===== src/gtc_pkg.sv =====
// constants shared by the general timer counter block
package gtc_pkg;
  // register byte addresses on the plain register port
  localparam logic [11:0] ADDR_COUNT_HI = 12'hf00;
  localparam logic [11:0] ADDR_COUNT_LO = 12'hf01;
  localparam logic [11:0] ADDR_RELOAD_HI = 12'hf02;
  localparam logic [11:0] ADDR_RELOAD_LO = 12'hf03;
  localparam logic [11:0] ADDR_CAPTURE_HI = 12'hf04;
  localparam logic [11:0] ADDR_CAPTURE_LO = 12'hf05;
  localparam logic [11:0] ADDR_CTL_LOW = 12'hf06;
  localparam logic [11:0] ADDR_CTL_HIGH = 12'hf07;
  localparam logic [11:0] ADDR_AUX = 12'hf08;

  // timer_control_low fields
  localparam int CTLL_MODE3_BIT = 7;
  localparam int CTLL_CAUSE_HI = 6;
  localparam int CTLL_CAUSE_LO = 5;
  localparam int CTLL_CASCADE_BIT = 4;
  localparam int CTLL_DEAD_HI = 3;
  localparam int CTLL_DEAD_LO = 1;
  localparam int CTLL_CAPFLAG_BIT = 0;

  // timer_control_high fields
  localparam int CTLH_EN_BIT = 7;
  localparam int CTLH_POL_BIT = 6;
  localparam int CTLH_PRE_HI = 5;
  localparam int CTLH_PRE_LO = 3;
  localparam int CTLH_MODE_HI = 2;
  localparam int CTLH_MODE_LO = 0;

  // auxiliary register fields
  localparam int AUX_COMPSEL_BIT = 0;
  localparam int AUX_OUTEN_BIT = 1;

  // values after reset, and the count start value loaded at reload
  localparam logic [7:0] CTL_LOW_RST = 8'h00;
  localparam logic [7:0] CTL_HIGH_RST = 8'h00;
  localparam logic [7:0] AUX_RST = 8'h00;
  localparam logic [15:0] COUNT_RST = 16'h0000;
  localparam logic [15:0] RELOAD_RST = 16'hffff;
  localparam logic [15:0] CAPTURE_RST = 16'h0000;
  localparam logic [15:0] COUNT_START = 16'h0001;
  localparam logic [2:0] DEAD_RST = 3'h0;
  localparam logic [6:0] PRESCALE_CNT_RST = 7'h00;

  // operating_mode_select encodings
  localparam logic [3:0] MODE_CONTINUOUS = 4'h1;
  localparam logic [3:0] MODE_COUNTER = 4'h2;
  localparam logic [3:0] MODE_CAPTURE = 4'h4;
  localparam logic [3:0] MODE_COMP_COUNTER = 4'h9;

  // interrupt_cause_select encodings
  localparam logic [1:0] CAUSE_CAPTURE_ONLY = 2'b10;
  localparam logic [1:0] CAUSE_RELOAD_ONLY = 2'b11;
endpackage


===== src/gtc_sync.sv =====
// two flip-flop synchroniser for one asynchronous level
`timescale 1ns/10ps
module gtc_sync (
  input wire logic sys_clk,
  input wire logic arst_n,
  input wire logic dataIn,
  output logic dataOut
);
  import gtc_pkg::*;

  logic stage1_r;
  logic stage1_nxt;
  logic stage2_r;
  logic stage2_nxt;

  always_comb begin
    stage1_nxt = dataIn;
    stage2_nxt = stage1_r;
  end

  always_ff @(posedge sys_clk or negedge arst_n) begin
    if (!arst_n) begin
      stage1_r <= 1'b0;
      stage2_r <= 1'b0;
    end else begin
      stage1_r <= stage1_nxt;
      stage2_r <= stage2_nxt;
    end
  end

  assign dataOut = stage2_r;

  a_sync_delay: assert property (@(posedge sys_clk) disable iff (!arst_n)
    ##2 dataOut == $past(dataIn, 2))
    else $error("synchroniser output does not follow input two cycles later");
endmodule // gtc_sync


===== src/gtc_prescaler.sv =====
// power-of-two clock prescaler giving a one-cycle count enable
`timescale 1ns/10ps
module gtc_prescaler (
  input wire logic sys_clk,
  input wire logic arst_n,
  input wire logic tickEn,
  input wire logic [2:0] prescale,
  output logic tick
);
  import gtc_pkg::*;

  logic [6:0] cnt_r;
  logic [6:0] cnt_nxt;
  logic [6:0] mask;

  always_comb begin
    mask = ~(7'h7f << prescale);
    cnt_nxt = tickEn ? cnt_r + 7'h01 : PRESCALE_CNT_RST;
  end

  always_ff @(posedge sys_clk or negedge arst_n) begin
    if (!arst_n) begin
      cnt_r <= PRESCALE_CNT_RST;
    end else begin
      cnt_r <= cnt_nxt;
    end
  end

  // one pulse every 2^prescale cycles while enabled
  assign tick = tickEn && ((cnt_r & mask) == mask);
endmodule // gtc_prescaler


===== src/gtc_timer.sv =====
// general timer counter: counter, comparator counter, capture and continuous modes
//
// Operation
// - pin counter mode advances count once per qualifying input transition
// - software start count holds only first pass; reloads restart at 0001H
// - comparator counter mode counts edges of the selected comparator output
// - polarity bit chooses rising or falling comparator edges
// - prescaler is bypassed in comparator counter mode
// - reaching reload raises interrupt, count returns to 0001H, counting continues
// - reload inverts timer output level when output function is enabled
// - control low bit 7 is mode MSB, other three bits in control high
// - cause field 0x all events, 10 capture only, 11 reload only
// - cascade bit takes input from preceding timer output instead of pin
// - control low bit 0 flags that last interrupt was a capture
// - control low holds deadband delay between complementary outputs
`timescale 1ns/10ps
module gtc_timer (
  input wire logic sys_clk,
  input wire logic arst_n,
  input wire logic [11:0] regAddr,
  input wire logic [7:0] regWrData,
  input wire logic regWrEn,
  input wire logic regRdEn,
  output logic [7:0] regRdData,
  input wire logic timerInPin,
  input wire logic cascadeIn,
  input wire logic compAOut,
  input wire logic compBOut,
  output logic timerOut,
  output logic timerOutEn,
  output logic pwmHigh,
  output logic pwmLow,
  output logic timerIrq
);
  import gtc_pkg::*;

  // register state
  logic [7:0] ctlLow_r;
  logic [7:0] ctlLow_nxt;
  logic [7:0] ctlHigh_r;
  logic [7:0] ctlHigh_nxt;
  logic [7:0] aux_r;
  logic [7:0] aux_nxt;
  logic [15:0] count_r;
  logic [15:0] count_nxt;
  logic [15:0] reload_r;
  logic [15:0] reload_nxt;
  logic [15:0] capture_r;
  logic [15:0] capture_nxt;

  // core state
  logic prevLvl_r;
  logic prevLvl_nxt;
  logic level_r;
  logic level_nxt;
  logic [2:0] deadCnt_r;
  logic [2:0] deadCnt_nxt;
  logic pwmHigh_r;
  logic pwmHigh_nxt;
  logic pwmLow_r;
  logic pwmLow_nxt;
  logic outEn_r;
  logic outEn_nxt;
  logic irq_r;
  logic irq_nxt;
  logic [7:0] rdData_r;
  logic [7:0] rdData_nxt;

  // decoded fields and events
  logic pinSync;
  logic compASync;
  logic compBSync;
  logic [3:0] opMode;
  logic [1:0] cause;
  logic [2:0] deadband;
  logic timerEn;
  logic edgePol;
  logic prescaleTick;
  logic prescaleRun;
  logic compSel;
  logic inputSel;
  logic srcLvl;
  logic edgeHit;
  logic countEvt;
  logic capEvt;
  logic reloadEvt;
  logic capIrq;
  logic reloadIrq;
  logic cntWr;

  gtc_sync u_pin_sync (
    .sys_clk(sys_clk),
    .arst_n(arst_n),
    .dataIn(timerInPin),
    .dataOut(pinSync)
  );

  gtc_sync u_comp_a_sync (
    .sys_clk(sys_clk),
    .arst_n(arst_n),
    .dataIn(compAOut),
    .dataOut(compASync)
  );

  gtc_sync u_comp_b_sync (
    .sys_clk(sys_clk),
    .arst_n(arst_n),
    .dataIn(compBOut),
    .dataOut(compBSync)
  );

  gtc_prescaler u_prescaler (
    .sys_clk(sys_clk),
    .arst_n(arst_n),
    .tickEn(prescaleRun),
    .prescale(ctlHigh_r[CTLH_PRE_HI:CTLH_PRE_LO]),
    .tick(prescaleTick)
  );

  // mode selector spans both control registers
  assign opMode = {ctlLow_r[CTLL_MODE3_BIT], ctlHigh_r[CTLH_MODE_HI:CTLH_MODE_LO]};
  assign cause = ctlLow_r[CTLL_CAUSE_HI:CTLL_CAUSE_LO];
  assign deadband = ctlLow_r[CTLL_DEAD_HI:CTLL_DEAD_LO];
  assign timerEn = ctlHigh_r[CTLH_EN_BIT];
  assign edgePol = ctlHigh_r[CTLH_POL_BIT];

  // prescaler runs only for clock-driven modes
  assign prescaleRun = timerEn && ((opMode == MODE_CONTINUOUS) || (opMode == MODE_CAPTURE));

  // comparator assignment and cascade source selection
  assign compSel = aux_r[AUX_COMPSEL_BIT] ? compBSync : compASync;
  assign inputSel = ctlLow_r[CTLL_CASCADE_BIT] ? cascadeIn : pinSync;
  assign srcLvl = (opMode == MODE_COMP_COUNTER) ? compSel : inputSel;

  // edge found from current and previous sample, polarity 0 rising
  assign edgeHit = edgePol ? (!srcLvl && prevLvl_r) : (srcLvl && !prevLvl_r);

  // selected edges count directly in the edge modes
  assign countEvt = timerEn &&
    ((((opMode == MODE_COUNTER) || (opMode == MODE_COMP_COUNTER)) && edgeHit) ||
     (prescaleRun && prescaleTick));
  assign capEvt = timerEn && (opMode == MODE_CAPTURE) && edgeHit;
  assign reloadEvt = countEvt && (count_r == reload_r);

  // interrupt cause filtering
  assign capIrq = capEvt && (cause != CAUSE_RELOAD_ONLY);
  assign reloadIrq = reloadEvt && (cause != CAUSE_CAPTURE_ONLY);

  assign cntWr = regWrEn && ((regAddr == ADDR_COUNT_HI) || (regAddr == ADDR_COUNT_LO));

  always_comb begin
    ctlLow_nxt = ctlLow_r;
    ctlHigh_nxt = ctlHigh_r;
    aux_nxt = aux_r;
    count_nxt = count_r;
    reload_nxt = reload_r;
    capture_nxt = capture_r;
    prevLvl_nxt = srcLvl;
    level_nxt = level_r;
    deadCnt_nxt = deadCnt_r;
    outEn_nxt = aux_r[AUX_OUTEN_BIT];
    irq_nxt = capIrq || reloadIrq;

    // count step, reload restarts from the fixed start value
    if (countEvt) begin
      count_nxt = reloadEvt ? COUNT_START : count_r + 16'h0001;
    end
    if (capEvt) begin
      capture_nxt = count_r;
    end

    // output inversion at reload, deadband restarts on each change
    if (reloadEvt && aux_r[AUX_OUTEN_BIT]) begin
      level_nxt = !level_r;
      deadCnt_nxt = deadband;
    end else if (deadCnt_r != DEAD_RST) begin
      deadCnt_nxt = deadCnt_r - 3'h1;
    end

    // software writes; a direct count write overrides the step
    if (regWrEn) begin
      case (regAddr)
        ADDR_COUNT_HI: begin
          count_nxt[15:8] = regWrData;
        end
        ADDR_COUNT_LO: begin
          count_nxt[7:0] = regWrData;
        end
        ADDR_RELOAD_HI: begin
          reload_nxt[15:8] = regWrData;
        end
        ADDR_RELOAD_LO: begin
          reload_nxt[7:0] = regWrData;
        end
        ADDR_CTL_LOW: begin
          ctlLow_nxt = regWrData;
        end
        ADDR_CTL_HIGH: begin
          ctlHigh_nxt = regWrData;
        end
        ADDR_AUX: begin
          aux_nxt = {6'h00, regWrData[AUX_OUTEN_BIT], regWrData[AUX_COMPSEL_BIT]};
        end
        default: begin
        end
      endcase
    end

    // hardware flag update after the software write, so an event wins
    if (capIrq) begin
      ctlLow_nxt[CTLL_CAPFLAG_BIT] = 1'b1;
    end else if (reloadIrq) begin
      ctlLow_nxt[CTLL_CAPFLAG_BIT] = 1'b0;
    end

    // complementary pair, both low while the deadband runs
    pwmHigh_nxt = level_nxt && (deadCnt_nxt == DEAD_RST);
    pwmLow_nxt = !level_nxt && (deadCnt_nxt == DEAD_RST);
  end

  always_ff @(posedge sys_clk or negedge arst_n) begin
    if (!arst_n) begin
      ctlLow_r <= CTL_LOW_RST;
      ctlHigh_r <= CTL_HIGH_RST;
      aux_r <= AUX_RST;
      count_r <= COUNT_RST;
      reload_r <= RELOAD_RST;
      capture_r <= CAPTURE_RST;
      prevLvl_r <= 1'b0;
      level_r <= 1'b0;
      deadCnt_r <= DEAD_RST;
      pwmHigh_r <= 1'b0;
      pwmLow_r <= 1'b0;
      outEn_r <= 1'b0;
      irq_r <= 1'b0;
    end else begin
      ctlLow_r <= ctlLow_nxt;
      ctlHigh_r <= ctlHigh_nxt;
      aux_r <= aux_nxt;
      count_r <= count_nxt;
      reload_r <= reload_nxt;
      capture_r <= capture_nxt;
      prevLvl_r <= prevLvl_nxt;
      level_r <= level_nxt;
      deadCnt_r <= deadCnt_nxt;
      pwmHigh_r <= pwmHigh_nxt;
      pwmLow_r <= pwmLow_nxt;
      outEn_r <= outEn_nxt;
      irq_r <= irq_nxt;
    end
  end

  // read data stands in the cycle after the strobe only
  always_comb begin
    rdData_nxt = 8'h00;
    if (regRdEn) begin
      case (regAddr)
        ADDR_COUNT_HI: rdData_nxt = count_r[15:8];
        ADDR_COUNT_LO: rdData_nxt = count_r[7:0];
        ADDR_RELOAD_HI: rdData_nxt = reload_r[15:8];
        ADDR_RELOAD_LO: rdData_nxt = reload_r[7:0];
        ADDR_CAPTURE_HI: rdData_nxt = capture_r[15:8];
        ADDR_CAPTURE_LO: rdData_nxt = capture_r[7:0];
        ADDR_CTL_LOW: rdData_nxt = ctlLow_r;
        ADDR_CTL_HIGH: rdData_nxt = ctlHigh_r;
        ADDR_AUX: rdData_nxt = aux_r;
        default: rdData_nxt = 8'h00;
      endcase
    end
  end

  always_ff @(posedge sys_clk or negedge arst_n) begin
    if (!arst_n) begin
      rdData_r <= 8'h00;
    end else begin
      rdData_r <= rdData_nxt;
    end
  end

  assign regRdData = rdData_r;
  assign timerOut = level_r;
  assign timerOutEn = outEn_r;
  assign pwmHigh = pwmHigh_r;
  assign pwmLow = pwmLow_r;
  assign timerIrq = irq_r;

  a_count_step: assert property (@(posedge sys_clk) disable iff (!arst_n)
    (countEvt && !reloadEvt && !cntWr) |=> (count_r == $past(count_r) + 16'h0001))
    else $error("count did not advance by one on a count event");

  a_reload_start: assert property (@(posedge sys_clk) disable iff (!arst_n)
    (reloadEvt && !cntWr) |=> (count_r == COUNT_START))
    else $error("count did not restart from the start value at reload");

  a_comp_counts: assert property (@(posedge sys_clk) disable iff (!arst_n)
    (opMode == MODE_COMP_COUNTER && timerEn && edgeHit && !cntWr &&
     count_r != COUNT_START) |=> (count_r != $past(count_r)))
    else $error("comparator edge was not counted");

  a_polarity_skip: assert property (@(posedge sys_clk) disable iff (!arst_n)
    (opMode == MODE_COMP_COUNTER && !edgePol && !srcLvl && prevLvl_r && !cntWr)
    |=> $stable(count_r))
    else $error("falling comparator edge counted while rising edges selected");

  a_prescale_bypass: assert property (@(posedge sys_clk) disable iff (!arst_n)
    (opMode == MODE_COMP_COUNTER && !edgeHit && !cntWr) |=> $stable(count_r))
    else $error("count moved without a comparator edge");

  a_reload_irq: assert property (@(posedge sys_clk) disable iff (!arst_n)
    (reloadEvt && cause != CAUSE_CAPTURE_ONLY) |=> timerIrq ##1 !timerIrq || $past(countEvt))
    else $error("reload did not raise a one-cycle interrupt");

  a_out_toggle: assert property (@(posedge sys_clk) disable iff (!arst_n)
    (reloadEvt && aux_r[AUX_OUTEN_BIT]) |=> (timerOut != $past(timerOut)))
    else $error("timer output did not invert at reload");

  a_cause_block: assert property (@(posedge sys_clk) disable iff (!arst_n)
    (reloadEvt && cause == CAUSE_CAPTURE_ONLY && !capEvt) |=> !timerIrq)
    else $error("reload interrupt raised while capture-only cause selected");

  a_cascade_pick: assert property (@(posedge sys_clk) disable iff (!arst_n)
    (ctlLow_r[CTLL_CASCADE_BIT] && opMode == MODE_COUNTER && timerEn && !edgePol &&
     $stable(ctlLow_r) && $stable(opMode) && $rose(cascadeIn) && !cntWr &&
     count_r != reload_r) |=> (count_r == $past(count_r) + 16'h0001))
    else $error("cascade input edge was not counted");

  a_capture_flag: assert property (@(posedge sys_clk) disable iff (!arst_n)
    capIrq |=> ctlLow_r[CTLL_CAPFLAG_BIT] && timerIrq)
    else $error("capture flag not set after capture interrupt");

  a_dead_gap: assert property (@(posedge sys_clk) disable iff (!arst_n)
    (reloadEvt && aux_r[AUX_OUTEN_BIT] && deadband != DEAD_RST)
    |=> (!pwmHigh && !pwmLow) ##1 !(pwmHigh && pwmLow))
    else $error("complementary outputs not held off during deadband");
endmodule // gtc_timer


===== config.mk =====
export PLATFORM = sky130hd
export DESIGN_NAME = gtc_timer
export DESIGN_NICKNAME = d
export VERILOG_FILES = /design/src/gtc_pkg.sv /design/src/gtc_sync.sv /design/src/gtc_prescaler.sv /design/src/gtc_timer.sv
export SDC_FILE = /design/constraint.sdc
export NUM_CORES = 1
export LEC_CHECK = 0
export BUFFER_PORTS_ARGS = -buffer_cell sky130_fd_sc_hd__clkbuf_2
export CAP_MARGIN = 10
export CORE_ASPECT_RATIO = 0.75
export CORE_MARGIN = 1
export CORE_UTILIZATION = 53
export CTS_BUF_LIST = sky130_fd_sc_hd__clkbuf_16
export CTS_CLUSTER_SIZE = 25
export DETAILED_ROUTE_END_ITERATION = 8
export PLACE_DENSITY = 0.75
export SLEW_MARGIN = 10
export SYNTH_ARGS = -nofsm -noshare
export SYNTH_HDL_FRONTEND = slang
export SYNTH_SLANG_ARGS = --single-unit

===== constraint.sdc =====
create_clock -name sys_clk -period 5.85 [get_ports sys_clk]
set_clock_uncertainty 0.05 [all_clocks]
set_input_delay 1.4625 -clock sys_clk [delete_from_list [all_inputs] [get_ports sys_clk]]
set_output_delay 1.4625 -clock sys_clk [all_outputs]
set_load 0.01 [all_outputs]

==> results_dict.tcl, run 1 <==
set metrics [dict create \
    syn_area_per_cell_sq_um 10.61 \
    grt_pass1_wl_microns 20970 \
    syn_area_sq_um 5030 \
    timing.final.hold_violations 0 \
    tns_ps 0 \
    fillCellCount 771 \
    multi_input_area_sq_um 2475 \
    ys_warn_count 0 \
    seqCellArea_sq_um 2422 \
    routedWlPerCell_microns 21.11 \
    min_period_over_period 0.6295 \
    crit_path_start_kind "input pin" \
    cts_resized 0 \
    drv_cap 0 \
    synth_edf_count 0 \
    drive_above_1_share 0.2653 \
    die_w_microns 114.5 \
    ios 41 \
    hold_ws_ps 298.1 \
    seq_area_frac_synth 0.4816 \
    drtPass1Iterations 5 \
    tightestPinTransition_ps 928.1 \
    num_vias 4020 \
    cts_inserted_buffers 9 \
    cts_setup_buffers 0 \
    root_buffer "clkbuf_16" \
    path_cells "clkbuf_2 > or4_1 > nor2_1 > and2_1 > nand3_2 > mux2i_1 > nand2b_1 > o2bb2ai_1" \
    portBuffers 40 \
    synthFlopType "dfrtp_1" \
    drtIter0Drc 400 \
    cp_slowest_cell "or4_1" \
    drc 0 \
    die_h_microns 86.37 \
    ant_nets 0 \
    path_class "in -> reg" \
    fin_crit_ps 3682 \
    slew_viol_final 0 \
    synth_nets 507 \
    clk_latency_ps 350 \
    core-area_sq_um 9121 \
    crit_arrival_ps 3860 \
    final_util 0.6114 \
    start_util 0.5514 \
    peakVddDrop_mv 0.1484 \
    nets 533 \
    clk_pin_slew_ps 60 \
    async_flop_share 1.000 \
    antenna_cells 0 \
    rsz0062_at_grt "false" \
    place_ws_ps 1573 \
    hpwl_microns 9290 \
    cp.required_ps 6030 \
    tritoncts "done" \
    cts_hold_buf 0 \
    slowest_delay_ps 600 \
    htreeDepth 3 \
    endpoint_kind "flop" \
    rows 30 \
    routed_via_density 6.351 \
    cts.sinks 96 \
    areaGrowthSynthToFinish_pct 10.87 \
    hold_path.class "reg -> reg" \
    max-clock-path-buffers 2 \
    max_freq_ghz 0.2716 \
    routabilityCongestion 0.9830 \
    setup_ws_ps 2168 \
    antenna_found_initial 0 \
    gr-usage-all-layers 0.2908 \
    grt_max_degree 54 \
    syn_inst 474 \
    finalSetupViolCount 0 \
    outcome "complete, no violations" \
    ys_seq_elements 96 \
    max-slew-margin-rel 0.3808 \
    p_leak_nw 2.459 \
    crit_fanout 10 \
    grt-ovfl-total 0 \
    synth_cell_type_count 60 \
    routed_wirelength_microns 13360 \
    die-area_sq_um 9888 \
    first_global_vias 3836 \
    p_per_area_nw_per_um2 223.1 \
    finalPower_mw 1.244 \
]
worst max-delay path: cells and delay by family:
kind            cells  cell delay, ps
simple gates        5            1900
buf+inv             1              70
compound gates      1             120
mux                 1             300
cells in the mapped netlist (all sizes together) (7+ instances only):
cell type,instances,area (sq um)
buf,7,31.28
dfrtp,80,2002
mux2,53,596.8
nand3,24,125.1
nand4,10,62.56
nor2,27,101.4
and3,13,81.33
a222oi,7,70.07
dfstp,16,420.4
o21a,7,52.55
clkbuf,22,83.83
a21oi,17,85.08
mux2i,11,110.1
o21ai,24,120.1
xnor2,23,201.4
nand2,40,150.1
layer usage:
layer | wire length (microns) | vias to the layer above | track usage
li1 | - | 1789 | -
met1 | 5971 | 1960 | 0.4232
met2 | 5731 | 236 | 0.4193
met3 | 1253 | 35 | 0.06154
met4 | 408 | 0 | 0.1299
met5 | 0 | - | 0
power by group:
| part | total (mW) | switching [mW] | internal [mW] | leakage, nW |
|---|---|---|---|---|
| logic | 0.0466 | 0.0340 | 0.0127 | 1.12 |
| clock network | 0.526 | 0.243 | 0.283 | 0.130 |
| registers | 0.672 | 0.00304 | 0.668 | 1.21 |
| total | 1.24 | 0.280 | 0.964 | 2.46 |
layout by cell type, fill, tap and decap left out, types with 5 or more instances in the layout:
cell type / count
o21ai_0: 23
nand4_1: 10
nand2b_1: 5
nand2_1: 40
nor2_1: 27
clkbuf_2: 39
mux2_2: 53
xor2_1: 5
o21a_1: 7
and2_1: 5
dfrtp_1: 80
clkbuf_16: 9
nand3_1: 23
buf_4: 5
a222oi_1: 7
inv_1: 6
dfstp_2: 16
xnor2_1: 23
ha_1: 5
a31oi_1: 6
and3_1: 13
mux2i_1: 11
a21oi_1: 17
path summary, 6_finish.rpt:
| check | start | endpoint | slack [ps] | cells after the start |
|---|---|---|---|---|
| setup / recovery | regAddr[5] | ctlLow_r[0] | 2170 | 8 |
| hold / removal | u_pin_sync.stage1_r | u_pin_sync.dataOut | 300 | 0 |
| setup reg to reg | ctlHigh_r[7] | count_r[11] | 2730 | 8 |
| hold reg to reg | u_pin_sync.stage1_r | u_pin_sync.dataOut | 300 | 0 |
| max in group asynchronous | arst_n | count_r[2] | 3620 | 2 |
| min in group asynchronous | arst_n | capture_r[9] | 1060 | 1 |
registers in the layout, summed over array words and instances (netlist names), 2 cells and up:
name,count
reload_r,16
regRdData,8
ctlLow_r,8
ctlHigh_r,8
count_r,16
capture_r,16
deadCnt_r,3
aux_r,2
u_prescaler.cnt_r,7
cell type report:
type / count / area share
sequential: 96 / 0.4344
clock buffer: 9 / 0.04039
inverter: 6 / 0.004039
timing repair buffer: 44 / 0.04173
tap: 128 / 0.02872
multi-input combinational: 343 / 0.4438
clock inverter: 7 / 0.006955
per-stage QoR:
step                      instance area (sq um)  cells
after floorplan                            5030    474
after global placement                     5308    617
after detailed placement                   5308    617
after CTS                                  5572    633
after global routing                       5577    633
final                                      5577    633
kinds of logic (layout without fill, tap and decap cells):
kind of cell	count (synthesis)	in the layout	synth area share
compound gates	91	91	0.1234
xor+xnor	28	28	0.04876
fa+ha+maj	5	5	0.01244
buf+inv	35	66	0.02736
flops	96	96	0.4816
mux	65	65	0.1450
simple gates	154	154	0.1614
Power figures use the tool's default switching activity.
==> run 2: changes to the inputs <==
==> constraint.sdc (replaced) <==
create_clock -name sys_clk -period 3.84 [get_ports sys_clk]
set_clock_uncertainty 0.05 [all_clocks]
set_input_delay 0.96 -clock sys_clk [delete_from_list [all_inputs] [get_ports sys_clk]]
set_output_delay 0.96 -clock sys_clk [all_outputs]
set_load 0.01 [all_outputs]
==> run 2 against run 1 <==
Worst setup slack lost 1400 ps. Cell area grew 1.1%. Clock power grew 65%. Largest cell class unchanged. Wire length shrank 0.17%. Utilization grew 0.69 points. Sequential power grew 52%. Count of clock-buffer cells in the layout is the same. Combinational power grew 57%.
==> results_dict.tcl, run 2 (synthesis gave the netlist of run 1 again) <==
set metrics [dict create \
    antenna_found_initial 0 \
    fin_crit_ps 3038 \
    cts_inserted_buffers 9 \
    drc 0 \
    cts.sinks 96 \
    p_per_area_nw_per_um2 348.3 \
    hpwl_microns 9503 \
    routabilityCongestion 0.9632 \
    crit_fanout 10 \
    routedWlPerCell_microns 20.94 \
    finalSetupViolCount 0 \
    outcome "complete, no violations" \
    max-clock-path-buffers 2 \
    cts_resized 0 \
    dp.cells 621 \
    die-area_sq_um 9888 \
    tns_ps 0 \
    die_w_microns 114.5 \
    num_vias 4051 \
    gr-usage-all-layers 0.2911 \
    clk_pin_slew_ps 60 \
    drtIter0Drc 536 \
    root_buffer "clkbuf_16" \
    endpoint_kind "flop" \
    ant_nets 0 \
    final_common_cell "dfrtp_1" \
    tritoncts "done" \
    hold_depth 0 \
    hold_ws_ps 301.1 \
    tightestPinTransition_ps 674.0 \
    max-slew-margin-rel 0.5507 \
    reg.largest.list "capture_r x16, count_r x16, reload_r x16" \
    htreeDepth 3 \
    die_h_microns 86.37 \
    reg2reg_depth 7 \
    peakVddDrop_mv 0.1811 \
    max_freq_ghz 0.3292 \
    hold_path.class "reg -> reg" \
    portBuffers 40 \
    grt_max_degree 53 \
    slew_viol_final 0 \
    first_global_vias 3877 \
    drtPass1Iterations 7 \
    cp.required_ps 4020 \
    rsz0062_at_grt "false" \
    timing.final.hold_violations 0 \
    ios 41 \
    nets 537 \
    clk_latency_ps 340 \
    routed_wirelength_microns 13340 \
    grt_pass1_wl_microns 21200 \
    mostFrequentLayoutCells "dfrtp_1, mux2_2, nand2_1" \
    p_leak_nw 2.498 \
    drive_above_1_share 0.2692 \
    grt-ovfl-total 0 \
    finalPower_mw 1.964 \
    crit_path_start_kind "input pin" \
    core-area_sq_um 9121 \
    routed_via_density 6.359 \
    rows 30 \
    cts_hold_buf 0 \
    crit_arrival_ps 3220 \
    cts_setup_buffers 0 \
    drv_cap 0 \
    start_util 0.5514 \
    path_class "in -> reg" \
    areaGrowthSynthToFinish_pct 12.11 \
    antenna_cells 0 \
    fin_cells 637 \
    min_period_over_period 0.7910 \
]
-- run 2: cell count changes in the layout (fill, tap and decap cells not counted) --
cell,previous run,this run
bufinv_16,0,1
inv_1,6,7
buf_4,5,8
nor3_2,1,0
nor3_1,3,4
clkinv_1,2,1
buf_12,0,1
clkinv_2,3,2
-- run 2: worst max-delay path: stages --
cell,delay (ps)
clkbuf_2,70
or4_1,600
nor2_1,350
and2_1,450
nand3_1,390
mux2_2,390
-- run 2: worst paths after layout --
check                                       start               endpoint  slack, ps
max reg2reg                          ctlHigh_r[2]            count_r[11]       1080
min reg2reg                u_comp_b_sync.stage1_r  u_comp_b_sync.dataOut        300
max                                    regAddr[5]           ctlHigh_r[0]        800
min in group asynchronous                  arst_n   u_prescaler.cnt_r[4]        600
min                        u_comp_b_sync.stage1_r  u_comp_b_sync.dataOut        300
max in group asynchronous                  arst_n           reload_r[11]       2410
-- run 2: per-layer routing --
metal,part of all wire,track usage,up-vias
li1,-,-,1794
met1,0.42,0.4108,1985
met3,0.12,0.07692,33
met4,0.020,0.09209,0
met5,0,0,-
met2,0.44,0.4413,239
-- run 2: layout make-up --
class / count / area (sq um)
fillers: 748 / 3482
flip-flops and latches: 96 / 2422
well taps: 128 / 160.2
clock inverters: 7 / 63.81
multi-input cells: 343 / 2470
repair buffers: 48 / 275.3
clock buffers: 9 / 225.2
inverters: 6 / 22.52
-- run 2: where the power goes --
part | internal, mW | switching, mW | total (mW)
Clock | 0.498 | 0.370 | 0.868
Combinational | 0.0210 | 0.0523 | 0.0733
Sequential | 1.02 | 0.00435 | 1.02
-- run 2: stage by stage --
step,utilization,setup WS (ps),area [sq um]
finish,0.6182,802.5,5639
global route,0.6182,626.0,5639
CTS,0.6182,819.2,5639
detailed placement,0.5866,495.7,5350
global placement,0.5866,575.8,5350
floorplan,-,957.9,5030
